`src/tcc_cfg.svh`:
```
// register offsets, reset values and timing counts for the capture/compare
// Overview of operation
// two 16-bit capture registers latch counter on edges
// per-channel edge select bit; captures read-only
// capture sets flag and loads counter value
// one capture enable, pending until cpu mask clear
// capture flag cleared by status read, low access
// high byte read locks capture until low read
// capture register holds most recent unlocked capture
// special modes leave only capture channel two
// capture pins always feed the timer
// two 16-bit compare registers checked each tick
// compare registers software-only, reset to 8000h
// match sets flag, drives level, may interrupt
// compare pin latch low during reset
// output disabled: pin untouched, flag still works
// compare flag cleared by status read, low access
// high byte write inhibits compare until low write
// divide-by-2 matches equal, others equal plus one
// force bit copies level without flag or interrupt
// force bits ignored in special modes
// software writes high, reads status, writes low
// capture and compare channels run concurrently
// prescaler divides cpu clock by 2, 4, 8
// counter resets FFFCh, overflow flag, reload on write
// both select bits set picks external pin clock
// all timer conditions merge into one interrupt
// capture pins synchronised before edge detection
`ifndef TCC_CFG_SVH
`define TCC_CFG_SVH
`define TCC_ADDR_CTRL_ONE 8'h00
`define TCC_ADDR_CTRL_TWO 8'h01
`define TCC_ADDR_STATUS 8'h02
`define TCC_ADDR_CAP1_HI 8'h03
`define TCC_ADDR_CAP1_LO 8'h04
`define TCC_ADDR_CAP2_HI 8'h05
`define TCC_ADDR_CAP2_LO 8'h06
`define TCC_ADDR_CMP1_HI 8'h07
`define TCC_ADDR_CMP1_LO 8'h08
`define TCC_ADDR_CMP2_HI 8'h09
`define TCC_ADDR_CMP2_LO 8'h0a
`define TCC_ADDR_CNT_HI 8'h0b
`define TCC_ADDR_CNT_LO 8'h0c
`define TCC_ADDR_ALT_HI 8'h0d
`define TCC_ADDR_ALT_LO 8'h0e
`define TCC_CNT_RESET 16'hfffc
`define TCC_CNT_TOP 16'hffff
`define TCC_CMP_RESET 16'h8000
`define TCC_CTRL_RESET 8'h00
`define TCC_DIV2_LAST 3'h1
`define TCC_DIV4_LAST 3'h3
`define TCC_DIV8_LAST 3'h7
`endif

```
`src/tcc_pkg.sv`:
```
// types shared by the capture/compare unit
package tcc_pkg;
  typedef enum logic [1:0] {
    TCC_CLK_DIV4 = 2'b00,
    TCC_CLK_DIV2 = 2'b01,
    TCC_CLK_DIV8 = 2'b10,
    TCC_CLK_EXT = 2'b11
  } tcc_clk_sel_t;

  typedef struct packed {
    logic capture_irq_enable;
    logic compare_irq_enable;
    logic overflow_irq_enable;
    logic [1:0] force_level_bit;
    logic capture_edge_select_one;
    logic [1:0] compare_level_bit;
  } tcc_ctrl_one_t;

  typedef struct packed {
    logic [1:0] compare_output_enable;
    logic single_pulse_mode;
    logic pwm_mode;
    tcc_clk_sel_t timer_clock_select;
    logic capture_edge_select_two;
    logic ext_clock_edge;
  } tcc_ctrl_two_t;

  typedef struct packed {
    logic [1:0] capture_flag;
    logic [1:0] compare_flag;
    logic counter_overflow_flag;
    logic [2:0] reserved;
  } tcc_status_t;
endpackage : tcc_pkg

```
`src/tcc_top.sv`:
```
// capture/compare unit around a 16-bit free-running counter
`include "tcc_cfg.svh"
`timescale 1ns/1ps
`default_nettype none
module tcc_top (
  // clock and reset
  input wire logic i_clk,
  input wire logic i_rst,
  // register port
  input wire logic [7:0] i_addr,
  input wire logic [7:0] i_wdata,
  input wire logic i_wr,
  input wire logic i_rd,
  output logic [7:0] o_rdata,
  // cpu interrupt mask, high blocks the request
  input wire logic i_cpu_mask,
  output logic o_timer_irq,
  // pins
  input wire logic [1:0] i_capture_pin,
  input wire logic i_ext_clk_pin,
  output logic [1:0] o_compare_output_pin,
  output logic [1:0] o_compare_output_oe
);

  function automatic logic tcc_edge(input logic cur, input logic prev,
                                    input logic rising);
    tcc_edge = rising ? (cur & ~prev) : (~cur & prev);
  endfunction : tcc_edge

  function automatic logic tcc_hit(input logic [15:0] cnt,
                                   input logic [15:0] val,
                                   input logic div2);
    logic [15:0] late;
    late = val + 16'h0001;
    tcc_hit = div2 ? (cnt == val) : (cnt == late);
  endfunction : tcc_hit

  tcc_pkg::tcc_ctrl_one_t ctrl_one_reg;
  tcc_pkg::tcc_ctrl_two_t ctrl_two_reg;
  tcc_pkg::tcc_ctrl_one_t wr_one;
  tcc_pkg::tcc_status_t status;
  logic [1:0] cap_sync1_reg;
  logic [1:0] cap_sync2_reg;
  logic [1:0] cap_prev_reg;
  logic ext_sync1_reg;
  logic ext_sync2_reg;
  logic ext_prev_reg;
  logic [2:0] presc_reg;
  logic tick;
  logic tick_d_reg;
  logic [15:0] cnt_reg;
  logic [7:0] cnt_buf_reg;
  logic cnt_seq_reg;
  logic [15:0] cap_val_reg [0:1];
  logic [15:0] cmp_val_reg [0:1];
  logic [1:0] cap_lock_reg;
  logic [1:0] cap_flag_reg;
  logic [1:0] cap_arm_reg;
  logic [1:0] cmp_inhibit_reg;
  logic [1:0] cmp_flag_reg;
  logic [1:0] cmp_arm_reg;
  logic ovf_flag_reg;
  logic ovf_arm_reg;
  logic [1:0] pin_reg;
  logic [7:0] rdata_reg;
  logic special_mode;
  logic status_rd;
  logic cnt_reload;
  logic ovf_evt;
  logic [1:0] edge_sel;
  logic [1:0] cap_evt;
  logic [1:0] cmp_hit;
  logic [1:0] cap_hi_rd;
  logic [1:0] cap_lo_rd;
  logic [1:0] cap_lo_acc;
  logic [1:0] cmp_hi_wr;
  logic [1:0] cmp_lo_wr;
  logic [1:0] cmp_lo_acc;
  logic [1:0] force_go;

  // address decode
  assign status_rd = i_rd && (i_addr == `TCC_ADDR_STATUS);
  assign cap_hi_rd[0] = i_rd && (i_addr == `TCC_ADDR_CAP1_HI);
  assign cap_hi_rd[1] = i_rd && (i_addr == `TCC_ADDR_CAP2_HI);
  assign cap_lo_rd[0] = i_rd && (i_addr == `TCC_ADDR_CAP1_LO);
  assign cap_lo_rd[1] = i_rd && (i_addr == `TCC_ADDR_CAP2_LO);
  assign cap_lo_acc[0] = (i_rd || i_wr) && (i_addr == `TCC_ADDR_CAP1_LO);
  assign cap_lo_acc[1] = (i_rd || i_wr) && (i_addr == `TCC_ADDR_CAP2_LO);
  assign cmp_hi_wr[0] = i_wr && (i_addr == `TCC_ADDR_CMP1_HI);
  assign cmp_hi_wr[1] = i_wr && (i_addr == `TCC_ADDR_CMP2_HI);
  assign cmp_lo_wr[0] = i_wr && (i_addr == `TCC_ADDR_CMP1_LO);
  assign cmp_lo_wr[1] = i_wr && (i_addr == `TCC_ADDR_CMP2_LO);
  assign cmp_lo_acc[0] = (i_rd || i_wr) && (i_addr == `TCC_ADDR_CMP1_LO);
  assign cmp_lo_acc[1] = (i_rd || i_wr) && (i_addr == `TCC_ADDR_CMP2_LO);
  assign cnt_reload = i_wr && ((i_addr == `TCC_ADDR_CNT_LO) ||
                               (i_addr == `TCC_ADDR_ALT_LO));

  assign special_mode = ctrl_two_reg.single_pulse_mode | ctrl_two_reg.pwm_mode;
  assign wr_one = tcc_pkg::tcc_ctrl_one_t'(i_wdata);

  // control registers
  always_ff @(posedge i_clk) begin
    if (i_rst) begin
      ctrl_one_reg <= tcc_pkg::tcc_ctrl_one_t'(`TCC_CTRL_RESET);
    end else if (i_wr && (i_addr == `TCC_ADDR_CTRL_ONE)) begin
      ctrl_one_reg <= wr_one;
      ctrl_one_reg.force_level_bit <= 2'h0; // force is a strobe, reads 0
    end
  end

  always_ff @(posedge i_clk) begin
    if (i_rst) begin
      ctrl_two_reg <= tcc_pkg::tcc_ctrl_two_t'(`TCC_CTRL_RESET);
    end else if (i_wr && (i_addr == `TCC_ADDR_CTRL_TWO)) begin
      ctrl_two_reg <= tcc_pkg::tcc_ctrl_two_t'(i_wdata);
    end
  end

  // pin synchronisers; first stage feeds only the second
  always_ff @(posedge i_clk) begin
    if (i_rst) begin
      cap_sync1_reg <= 2'h0;
      cap_sync2_reg <= 2'h0;
      cap_prev_reg <= 2'h0;
      ext_sync1_reg <= 1'b0;
      ext_sync2_reg <= 1'b0;
      ext_prev_reg <= 1'b0;
    end else begin
      cap_sync1_reg <= i_capture_pin;
      cap_sync2_reg <= cap_sync1_reg;
      cap_prev_reg <= cap_sync2_reg;
      ext_sync1_reg <= i_ext_clk_pin;
      ext_sync2_reg <= ext_sync1_reg;
      ext_prev_reg <= ext_sync2_reg;
    end
  end

  // prescaler and timer tick
  always_ff @(posedge i_clk) begin
    if (i_rst) begin
      presc_reg <= 3'h0;
    end else begin
      presc_reg <= presc_reg + 3'h1;
    end
  end

  always_comb begin
    case (ctrl_two_reg.timer_clock_select)
      tcc_pkg::TCC_CLK_DIV2: tick = (presc_reg[0] == 1'(`TCC_DIV2_LAST));
      tcc_pkg::TCC_CLK_DIV4: tick = (presc_reg[1:0] == 2'(`TCC_DIV4_LAST));
      tcc_pkg::TCC_CLK_DIV8: tick = (presc_reg == `TCC_DIV8_LAST);
      // sampled edge of the external clock, one count per selected edge
      default: tick = tcc_edge(ext_sync2_reg, ext_prev_reg,
                               ctrl_two_reg.ext_clock_edge);
    endcase
  end

  always_ff @(posedge i_clk) begin
    if (i_rst) begin
      tick_d_reg <= 1'b0;
    end else begin
      tick_d_reg <= tick;
    end
  end

  // free-running counter
  assign ovf_evt = tick && !cnt_reload && (cnt_reg == `TCC_CNT_TOP);

  always_ff @(posedge i_clk) begin
    if (i_rst) begin
      cnt_reg <= `TCC_CNT_RESET;
    end else if (cnt_reload) begin
      cnt_reg <= `TCC_CNT_RESET;
    end else if (tick) begin
      cnt_reg <= cnt_reg + 16'h0001;
    end
  end

  // low byte frozen from the first high read until the low read
  always_ff @(posedge i_clk) begin
    if (i_rst) begin
      cnt_buf_reg <= 8'h00;
      cnt_seq_reg <= 1'b0;
    end else if (i_rd && ((i_addr == `TCC_ADDR_CNT_LO) ||
                          (i_addr == `TCC_ADDR_ALT_LO))) begin
      cnt_seq_reg <= 1'b0;
    end else if (i_rd && !cnt_seq_reg && ((i_addr == `TCC_ADDR_CNT_HI) ||
                                          (i_addr == `TCC_ADDR_ALT_HI))) begin
      cnt_buf_reg <= cnt_reg[7:0];
      cnt_seq_reg <= 1'b1;
    end
  end

  // overflow flag; set wins over clear
  always_ff @(posedge i_clk) begin
    if (i_rst) begin
      ovf_flag_reg <= 1'b0;
      ovf_arm_reg <= 1'b0;
    end else if (ovf_evt) begin
      ovf_flag_reg <= 1'b1;
    end else if (ovf_arm_reg && (i_rd || i_wr) &&
                 (i_addr == `TCC_ADDR_CNT_LO)) begin
      ovf_flag_reg <= 1'b0;
      ovf_arm_reg <= 1'b0;
    end else if (status_rd && ovf_flag_reg) begin
      ovf_arm_reg <= 1'b1;
    end
  end

  // capture channels
  assign edge_sel = {ctrl_two_reg.capture_edge_select_two,
                     ctrl_one_reg.capture_edge_select_one};

  always_comb begin
    for (int i = 0; i < 2; i++) begin
      cap_evt[i] = tcc_edge(cap_sync2_reg[i], cap_prev_reg[i],
                            edge_sel[i]) && !cap_lock_reg[i];
    end
    cap_evt[0] = cap_evt[0] && !special_mode;
  end

  // both channels are independent of the compare side
  always_ff @(posedge i_clk) begin
    for (int i = 0; i < 2; i++) begin
      if (i_rst) begin
        cap_val_reg[i] <= 16'h0000;
        cap_lock_reg[i] <= 1'b0;
      end else begin
        if (cap_evt[i]) begin
          cap_val_reg[i] <= cnt_reg;
        end
        if (cap_lo_rd[i]) begin
          cap_lock_reg[i] <= 1'b0;
        end else if (cap_hi_rd[i]) begin
          cap_lock_reg[i] <= 1'b1;
        end
      end
    end
  end

  always_ff @(posedge i_clk) begin
    for (int i = 0; i < 2; i++) begin
      if (i_rst) begin
        cap_flag_reg[i] <= 1'b0;
        cap_arm_reg[i] <= 1'b0;
      end else if (cap_evt[i]) begin
        cap_flag_reg[i] <= 1'b1;
      end else if (cap_arm_reg[i] && cap_lo_acc[i]) begin
        cap_flag_reg[i] <= 1'b0;
        cap_arm_reg[i] <= 1'b0;
      end else if (status_rd && cap_flag_reg[i]) begin
        cap_arm_reg[i] <= 1'b1;
      end
    end
  end

  // compare channels; the extra cycle on slow clocks matches the
  // latched compare of the original timer
  always_comb begin
    for (int i = 0; i < 2; i++) begin
      cmp_hit[i] = tick_d_reg && !cmp_inhibit_reg[i] &&
                   tcc_hit(cnt_reg, cmp_val_reg[i],
                           ctrl_two_reg.timer_clock_select ==
                           tcc_pkg::TCC_CLK_DIV2);
    end
  end

  // hardware never writes these
  always_ff @(posedge i_clk) begin
    for (int i = 0; i < 2; i++) begin
      if (i_rst) begin
        cmp_val_reg[i] <= `TCC_CMP_RESET;
        cmp_inhibit_reg[i] <= 1'b0;
      end else if (cmp_hi_wr[i]) begin
        cmp_val_reg[i][15:8] <= i_wdata;
        cmp_inhibit_reg[i] <= 1'b1;
      end else if (cmp_lo_wr[i]) begin
        cmp_val_reg[i][7:0] <= i_wdata;
        cmp_inhibit_reg[i] <= 1'b0;
      end
    end
  end

  always_ff @(posedge i_clk) begin
    for (int i = 0; i < 2; i++) begin
      if (i_rst) begin
        cmp_flag_reg[i] <= 1'b0;
        cmp_arm_reg[i] <= 1'b0;
      end else if (cmp_hit[i]) begin
        cmp_flag_reg[i] <= 1'b1;
      end else if (cmp_arm_reg[i] && cmp_lo_acc[i]) begin
        cmp_flag_reg[i] <= 1'b0;
        cmp_arm_reg[i] <= 1'b0;
      end else if (status_rd && cmp_flag_reg[i]) begin
        cmp_arm_reg[i] <= 1'b1;
      end
    end
  end

  // pin latch; force touches no flag
  always_comb begin
    for (int i = 0; i < 2; i++) begin
      force_go[i] = i_wr && (i_addr == `TCC_ADDR_CTRL_ONE) &&
                    wr_one.force_level_bit[i] && !special_mode;
    end
  end

  always_ff @(posedge i_clk) begin
    for (int i = 0; i < 2; i++) begin
      if (i_rst) begin
        pin_reg[i] <= 1'b0;
      end else if (!ctrl_two_reg.compare_output_enable[i]) begin
        pin_reg[i] <= pin_reg[i];
      end else if (force_go[i]) begin
        pin_reg[i] <= wr_one.compare_level_bit[i];
      end else if (cmp_hit[i]) begin
        pin_reg[i] <= ctrl_one_reg.compare_level_bit[i];
      end
    end
  end

  assign o_compare_output_pin = pin_reg;
  assign o_compare_output_oe = ctrl_two_reg.compare_output_enable;

  // one request line, pending until the cpu mask opens
  assign o_timer_irq = !i_cpu_mask &&
    ((|cap_flag_reg && ctrl_one_reg.capture_irq_enable) ||
     (|cmp_flag_reg && ctrl_one_reg.compare_irq_enable) ||
     (ovf_flag_reg && ctrl_one_reg.overflow_irq_enable));

  // read data, one cycle after the strobe
  always_comb begin
    status = '0;
    status.capture_flag = cap_flag_reg;
    status.compare_flag = cmp_flag_reg;
    status.counter_overflow_flag = ovf_flag_reg;
  end

  always_ff @(posedge i_clk) begin
    if (i_rst) begin
      rdata_reg <= 8'h00;
    end else if (!i_rd) begin
      rdata_reg <= 8'h00;
    end else if (i_addr == `TCC_ADDR_CTRL_ONE) begin
      rdata_reg <= ctrl_one_reg;
    end else if (i_addr == `TCC_ADDR_CTRL_TWO) begin
      rdata_reg <= ctrl_two_reg;
    end else if (i_addr == `TCC_ADDR_STATUS) begin
      rdata_reg <= status;
    end else if (i_addr == `TCC_ADDR_CAP1_HI) begin
      rdata_reg <= cap_val_reg[0][15:8];
    end else if (i_addr == `TCC_ADDR_CAP1_LO) begin
      rdata_reg <= cap_val_reg[0][7:0];
    end else if (i_addr == `TCC_ADDR_CAP2_HI) begin
      rdata_reg <= cap_val_reg[1][15:8];
    end else if (i_addr == `TCC_ADDR_CAP2_LO) begin
      rdata_reg <= cap_val_reg[1][7:0];
    end else if (i_addr == `TCC_ADDR_CMP1_HI) begin
      rdata_reg <= cmp_val_reg[0][15:8];
    end else if (i_addr == `TCC_ADDR_CMP1_LO) begin
      rdata_reg <= cmp_val_reg[0][7:0];
    end else if (i_addr == `TCC_ADDR_CMP2_HI) begin
      rdata_reg <= cmp_val_reg[1][15:8];
    end else if (i_addr == `TCC_ADDR_CMP2_LO) begin
      rdata_reg <= cmp_val_reg[1][7:0];
    end else if ((i_addr == `TCC_ADDR_CNT_HI) ||
                 (i_addr == `TCC_ADDR_ALT_HI)) begin
      rdata_reg <= cnt_reg[15:8];
    end else if ((i_addr == `TCC_ADDR_CNT_LO) ||
                 (i_addr == `TCC_ADDR_ALT_LO)) begin
      rdata_reg <= cnt_seq_reg ? cnt_buf_reg : cnt_reg[7:0];
    end else begin
      rdata_reg <= 8'h00;
    end
  end

  assign o_rdata = rdata_reg;

endmodule : tcc_top
`default_nettype wire

```
`config.mk`:
```
export PLATFORM = sky130hd
export DESIGN_NAME = tcc_top
export DESIGN_NICKNAME = d
export VERILOG_FILES = /design/src/tcc_pkg.sv /design/src/tcc_top.sv
export VERILOG_INCLUDE_DIRS = /design/src
export SDC_FILE = /design/constraint.sdc
export NUM_CORES = 1
export LEC_CHECK = 0
export CORE_ASPECT_RATIO = 0.7
export CORE_UTILIZATION = 55
export DETAILED_ROUTE_END_ITERATION = 12
export DONT_BUFFER_PORTS = 1
export PLACE_DENSITY = 0.7
export SLEW_MARGIN = 10
export SYNTH_ARGS = -nofsm -noshare
export SYNTH_HDL_FRONTEND = slang
export SYNTH_SLANG_ARGS = --single-unit
```
`constraint.sdc`:
```
create_clock -name i_clk -period 3.28 [get_ports i_clk]
set_input_delay 0.656 -clock i_clk [delete_from_list [all_inputs] [get_ports i_clk]]
set_output_delay 0.656 -clock i_clk [all_outputs]
set_load 0.05 [all_outputs]
```
### Yosys cells after proc, flatten, opt, wreduce, memory -nomap -nowiden

Memory sizes are Yosys's and may differ from the RTL's.
Cells that the tools add are included.

| storage, ports and cells | value |
|---|---|
| bits in registers | 76 |
| memory bits (writable) | 64 |
| input port bits | 24 |
| output and inout bits | 13 |
| word-level logic and storage cells | 263 |
| memories | 2 |

| operators by class | value |
|---|---|
| add/subtract/negate cells | 4 |
| eq/ne operators | 23 |
| muxes and demuxes | 76 |
| bitwise gates (word level) | 26 |
| reduce and logical (&&, ||, !) cells | 92 |

Memory list:

| name | depth | bits a word | rd ports | clocked after Yosys merged registers in | wr ports | RTL line | text |
|---|---|---|---|---|---|---|---|
| cap_val_reg | 2 | 16 | 2 | 0 | 2 | tcc_top.sv:54 | `logic [15:0] cap_val_reg [0:1];` |
| cmp_val_reg | 2 | 16 | 2 | 0 | 2 | tcc_top.sv:55 | `logic [15:0] cmp_val_reg [0:1];` |

Operators with widths:

| operator | count |
|---|---|
| 8-bit 2-to-1 mux | 18 |
| 16-bit equality test | 4 |
| 8-bit by 4-bit equality test with 1-bit output (second input constant) | 7 |
| 1-bit 2-to-1 mux | 55 |
| 16-bit by 1-bit adder with 16-bit output (second input constant) | 3 |
| 1-bit logical AND | 47 |
| 8-bit by 3-bit equality test with 1-bit output (second input constant) | 4 |
| 16-bit 2-to-1 mux | 2 |
| 2-bit nonzero test | 14 |
| 16-bit equality test (second input constant) | 1 |
| 8-bit by 2-bit equality test with 1-bit output (second input constant) | 2 |
| 2-bit AND reduction | 8 |
| 2-bit OR reduction | 7 |
| 1-bit NOT | 13 |
| 8-bit by 1-bit equality test with 1-bit output (second input constant) | 1 |
| 1-bit logical NOT | 8 |
| 8-bit logical NOT | 1 |
| 1-bit bitwise OR | 7 |
| 1-bit bitwise AND | 6 |
| 1-bit logical OR | 5 |
| 2-bit equality test (second input constant) | 2 |
| 3-bit by 1-bit adder with 3-bit output (second input constant) | 1 |
| 3-bit equality test (second input constant) | 1 |
| 1-bit case mux with 3 select lines | 1 |
| other kinds (3) | 3 |

### Logic depth before layout (Yosys ltp)

| depth | value |
|---|---|
| depth after elaboration | 15 |
| gate-level depth with buffers | 10 |
| depth with buffers taken out | 9 |

### Worst setup path before layout

OpenSTA, ideal clock, no wires.

| path | value |
|---|---|
| path type | reg-to-reg |
| start | memory cmp_val_reg[1][0] |
| end | register pin_reg[1] (netlist: o_compare_output_pin[1]) |
| setup time | 0.116 ns |
| arrival time | 2.803 ns |
| data required time | 3.164 ns |
| path slack | 0.361 ns |
| stages on the path, launching flop included | 10 |
| buffers on the path | 0 |
| cells stage by stage | edfxtp_1 ha_1 xor2_1 or3_1 a221oi_2 o211ai_1 or4b_1 a2111o_1 a211o_1 o211a_1 |

RTL lines:

| what | RTL line | text |
|---|---|---|
| start, declared | tcc_top.sv:55 |  |
| end signal, assigned by index | tcc_top.sv:313 | `pin_reg[i] <= pin_reg[i];` |
| end signal, assigned by index | tcc_top.sv:315 | `pin_reg[i] <= wr_one.compare_level_bit[i];` |
| end signal, assigned by index | tcc_top.sv:317 | `pin_reg[i] <= ctrl_one_reg.compare_level_bit[i];` |
| end, declared | tcc_top.sv:64 | `logic [1:0] pin_reg;` |

==> results.md <==
- Grt met1 use: 53.3%
- RR Endpoint: o_compare_output_pin[1]
- Netlist cell types: 71
- Total power: 0.00403 W
- First-pass GRT wire length: 37,700 µm
- Sequential area share after synthesis: 44.1%
- GP Congestion: 0.986
- Max Clk Rate: 0.319 GHz
- Post-route ant nets: 0
- CP Data Required Time: 3590 ps
- Total gr overflow: 0
- Mapped Nets: 881
- Worst VDD drop: 0.356 mV
- Fill cells: 1,214
- Total power density per cell area: 470 mW/mm²
- N_diodes: 0
- CTS Root Cell: clkbuf_16
- Row count: 36
- # DRC: 0
- Mapped Cells: 852
- Clock share of power: 45.8%
- Final WL: 25,300 µm
- Num ports: 37
- Max-slew violation count: 0
- Share of layout cells above drive strength 1: 10.7%
- Worst Skew: 9.73 ps
- Leak pwr: 3.30 nW
- Worst slew margin: 52.0%
- M3 GR Usage: 11.8%
- Min cycle time layout: 3140 ps
- Setup slack after layout: 141 ps
- Top_reg_cell synth: dfxtp_1
- Wire per inst: 24.2 µm
- DP Area: 0.00802 mm²
- Most frequent cell after synthesis: dfxtp_1
- H-tree depth: 4
- Yosys warns: 0
- DR vias/cell: 6.67
- Min-delay src: i_rst
- Die H: 102 µm
- # hold bufs at CTS: 0
- Setup violations, final: 0
- Fin. Hold Viols: 0
- Full die area: 0.0147 mm²
- Initial DRC count: 1,062
- Status: completed
- Fin Setup TNS: 0 ps
- TritonCTS Buffers: 17
- CP endpoint kind: flop
- Die width: 144 µm
- Final Cycle Share: 95.7%
- Top cells by count, synth: dfxtp_1 (76), nor2_1 (70), edfxtp_1 (64), nand2_1 (56), and2_1 (48)
- P_int: 0.00297 W
- Core region area: 0.0139 mm²
- Number of global-route vias before repair: 6,099
- MaxCap Viol Count: 0
- Startpoint types: flop
- Gr usage total: 35.8%
- Synth area leaders: edfxtp_1 (25%), dfxtp_1 (19%), mux2i_1 (4.2%)
- Reg-to-reg slack, setup: 140 ps
- Crit path DAT: 3450 ps
- R2r startpoint: cmp_val_reg[1][0]
- TritonCTS clock tree: done
- Hold path depth: 1
- Fin Hold WS: 290 ps
- Sw frac: 26.3%
- Unrepaired setup endpoints after global routing: false
- Met2 usage: 47.7%
- Sequential cell area: 0.00344 mm²
- Number of flops mapped to enable cells by yosys: 64
- Multi-input gate area: 0.00398 mm²
- Critical path class: flop to flop
- Synthesis-stage register bit count: 140
- Async set-reset flop share out of synthesis: 0%
- Clk buf depth: 2
- Largest net degree at the start of global routing: 60
- WHS Endpoint: cap_prev_reg[0]
- Final Cell Area: 0.00859 mm²
- Dpl hpwl: 18,300 µm
- Initial antenna violation count: 0
- Post CTS Setup Buffer Count: 0
- Worst-Margin Slew: 715 ps
- Mean post-synth cell area: 9.16 µm²
- Register-to-Register Path Depth: 9
- Drt pass-1 iters: 7
- Synth area leader: edfxtp_1
- Clock Pin Slew Worst Setup and Hold Paths: 70 ps
- Final net count: 870
- Crit-path max FO: 8
- Synth-to-Final Area Change: 10.0%
- Initial Utilization: 56.3%
- Cts repair resizes: 0
- IO Port Bufs: 0
- Area share of the largest cell type after synthesis: 24.6%
- Combinational fraction of design power: 6.2%
- Worst slack, placed: 112 ps
- Sequential group share of total power: 48.0%
- Vias: 6,960
- Hold Crit Class: input port to flop
- Net Switching: 0.00106 W
- CTS sink cnt: 140
- Synth Cell Area: 0.00780 mm²
- GR peak layer: met1
- Clock latency on the worst-skew pair: 430 ps
-- cell families after synthesis --
logic type      Yosys count  synth area share [%]
simple gates            337                  23.1
buf+inv                  92                  4.95
xor+xnor                 47                  5.27
flops                   140                  44.1
compound gates          189                  16.0
mux                      42                  5.82
fa+ha+maj                 5                 0.802
-- how the worst max path moves through the flow --
stage	from	end	cells past startpoint
after floorplan	cmp_val_reg[1][0]	o_compare_output_pin[1]	9
after global placement	i_addr[5]	o_rdata[0]	7
after detailed placement	i_addr[5]	o_rdata[0]	7
after CTS	ctrl_two_reg[3]	o_compare_output_pin[1]	8
after global routing	cmp_val_reg[1][2]	o_compare_output_pin[1]	8
final	cmp_val_reg[1][0]	o_compare_output_pin[1]	9
-- area by class of cell --
class,instances,area share [%]
Tap cell,190,2.77
Multi-Input combinational cell,620,46.4
Inverter,28,1.22
Sequential cell,140,40.1
Clock buffer,17,4.95
Clock inverter,15,1.57
Timing Repair Buffer,34,2.97
-- worst max-delay path, stage by stage (launching register included) --
cell	delay, ps
edfxtp_1	370
ha_1	340
inv_2	70
or3_1	390
a221oi_2	280
o211ai_1	140
or4b_1	510
a2111o_1	500
a211o_1	290
o211a_1	120
-- metal layers --
metal	share of wire, %	wire, µm
met5	0	0
met2	40	10100
met3	14	3460
met4	2.6	656
met1	44	11100
-- metrics by stage --
| stage | cells | utilization [%] |
|---|---|---|
| finish | 1044 | 61.9 |
| global route | 1044 | 61.9 |
| CTS | 1044 | 61.9 |
| detailed placement | 1012 | 57.8 |
| global placement | 1012 | 57.8 |
| floorplan | 852 | - |
-- power groups by stage --
stage / Combinational, W / Sequential, W / Clock [W]
global placement: 0.000241 / 0.00197 / 0
floorplan: 0.000211 / 0.00194 / 0
CTS: 0.000242 / 0.00193 / 0.00186
finish: 0.000250 / 0.00193 / 0.00185
detailed placement: 0.000241 / 0.00197 / 0
global route: 0.000269 / 0.00194 / 0.00193
-- layout by cell type (no fill, tap or decap), types with 7 or more instances in the layout --
cell	n
a211oi_1	13
a21oi_1	47
a221oi_1	8
a31oi_1	23
and2_1	48
and3_1	33
buf_4	34
clkbuf_16	17
dfxtp_1	76
edfxtp_1	64
inv_1	27
mux2_2	7
mux2i_1	33
nand2_1	56
nand2b_1	8
nand3_1	27
nand4_1	13
nor2_1	70
nor2b_1	17
nor3_1	21
nor4_1	7
o21ai_0	34
o22ai_1	11
or3_1	7
xnor2_1	30
xor2_1	17
Note: power is estimated with default switching activity, not from simulation.
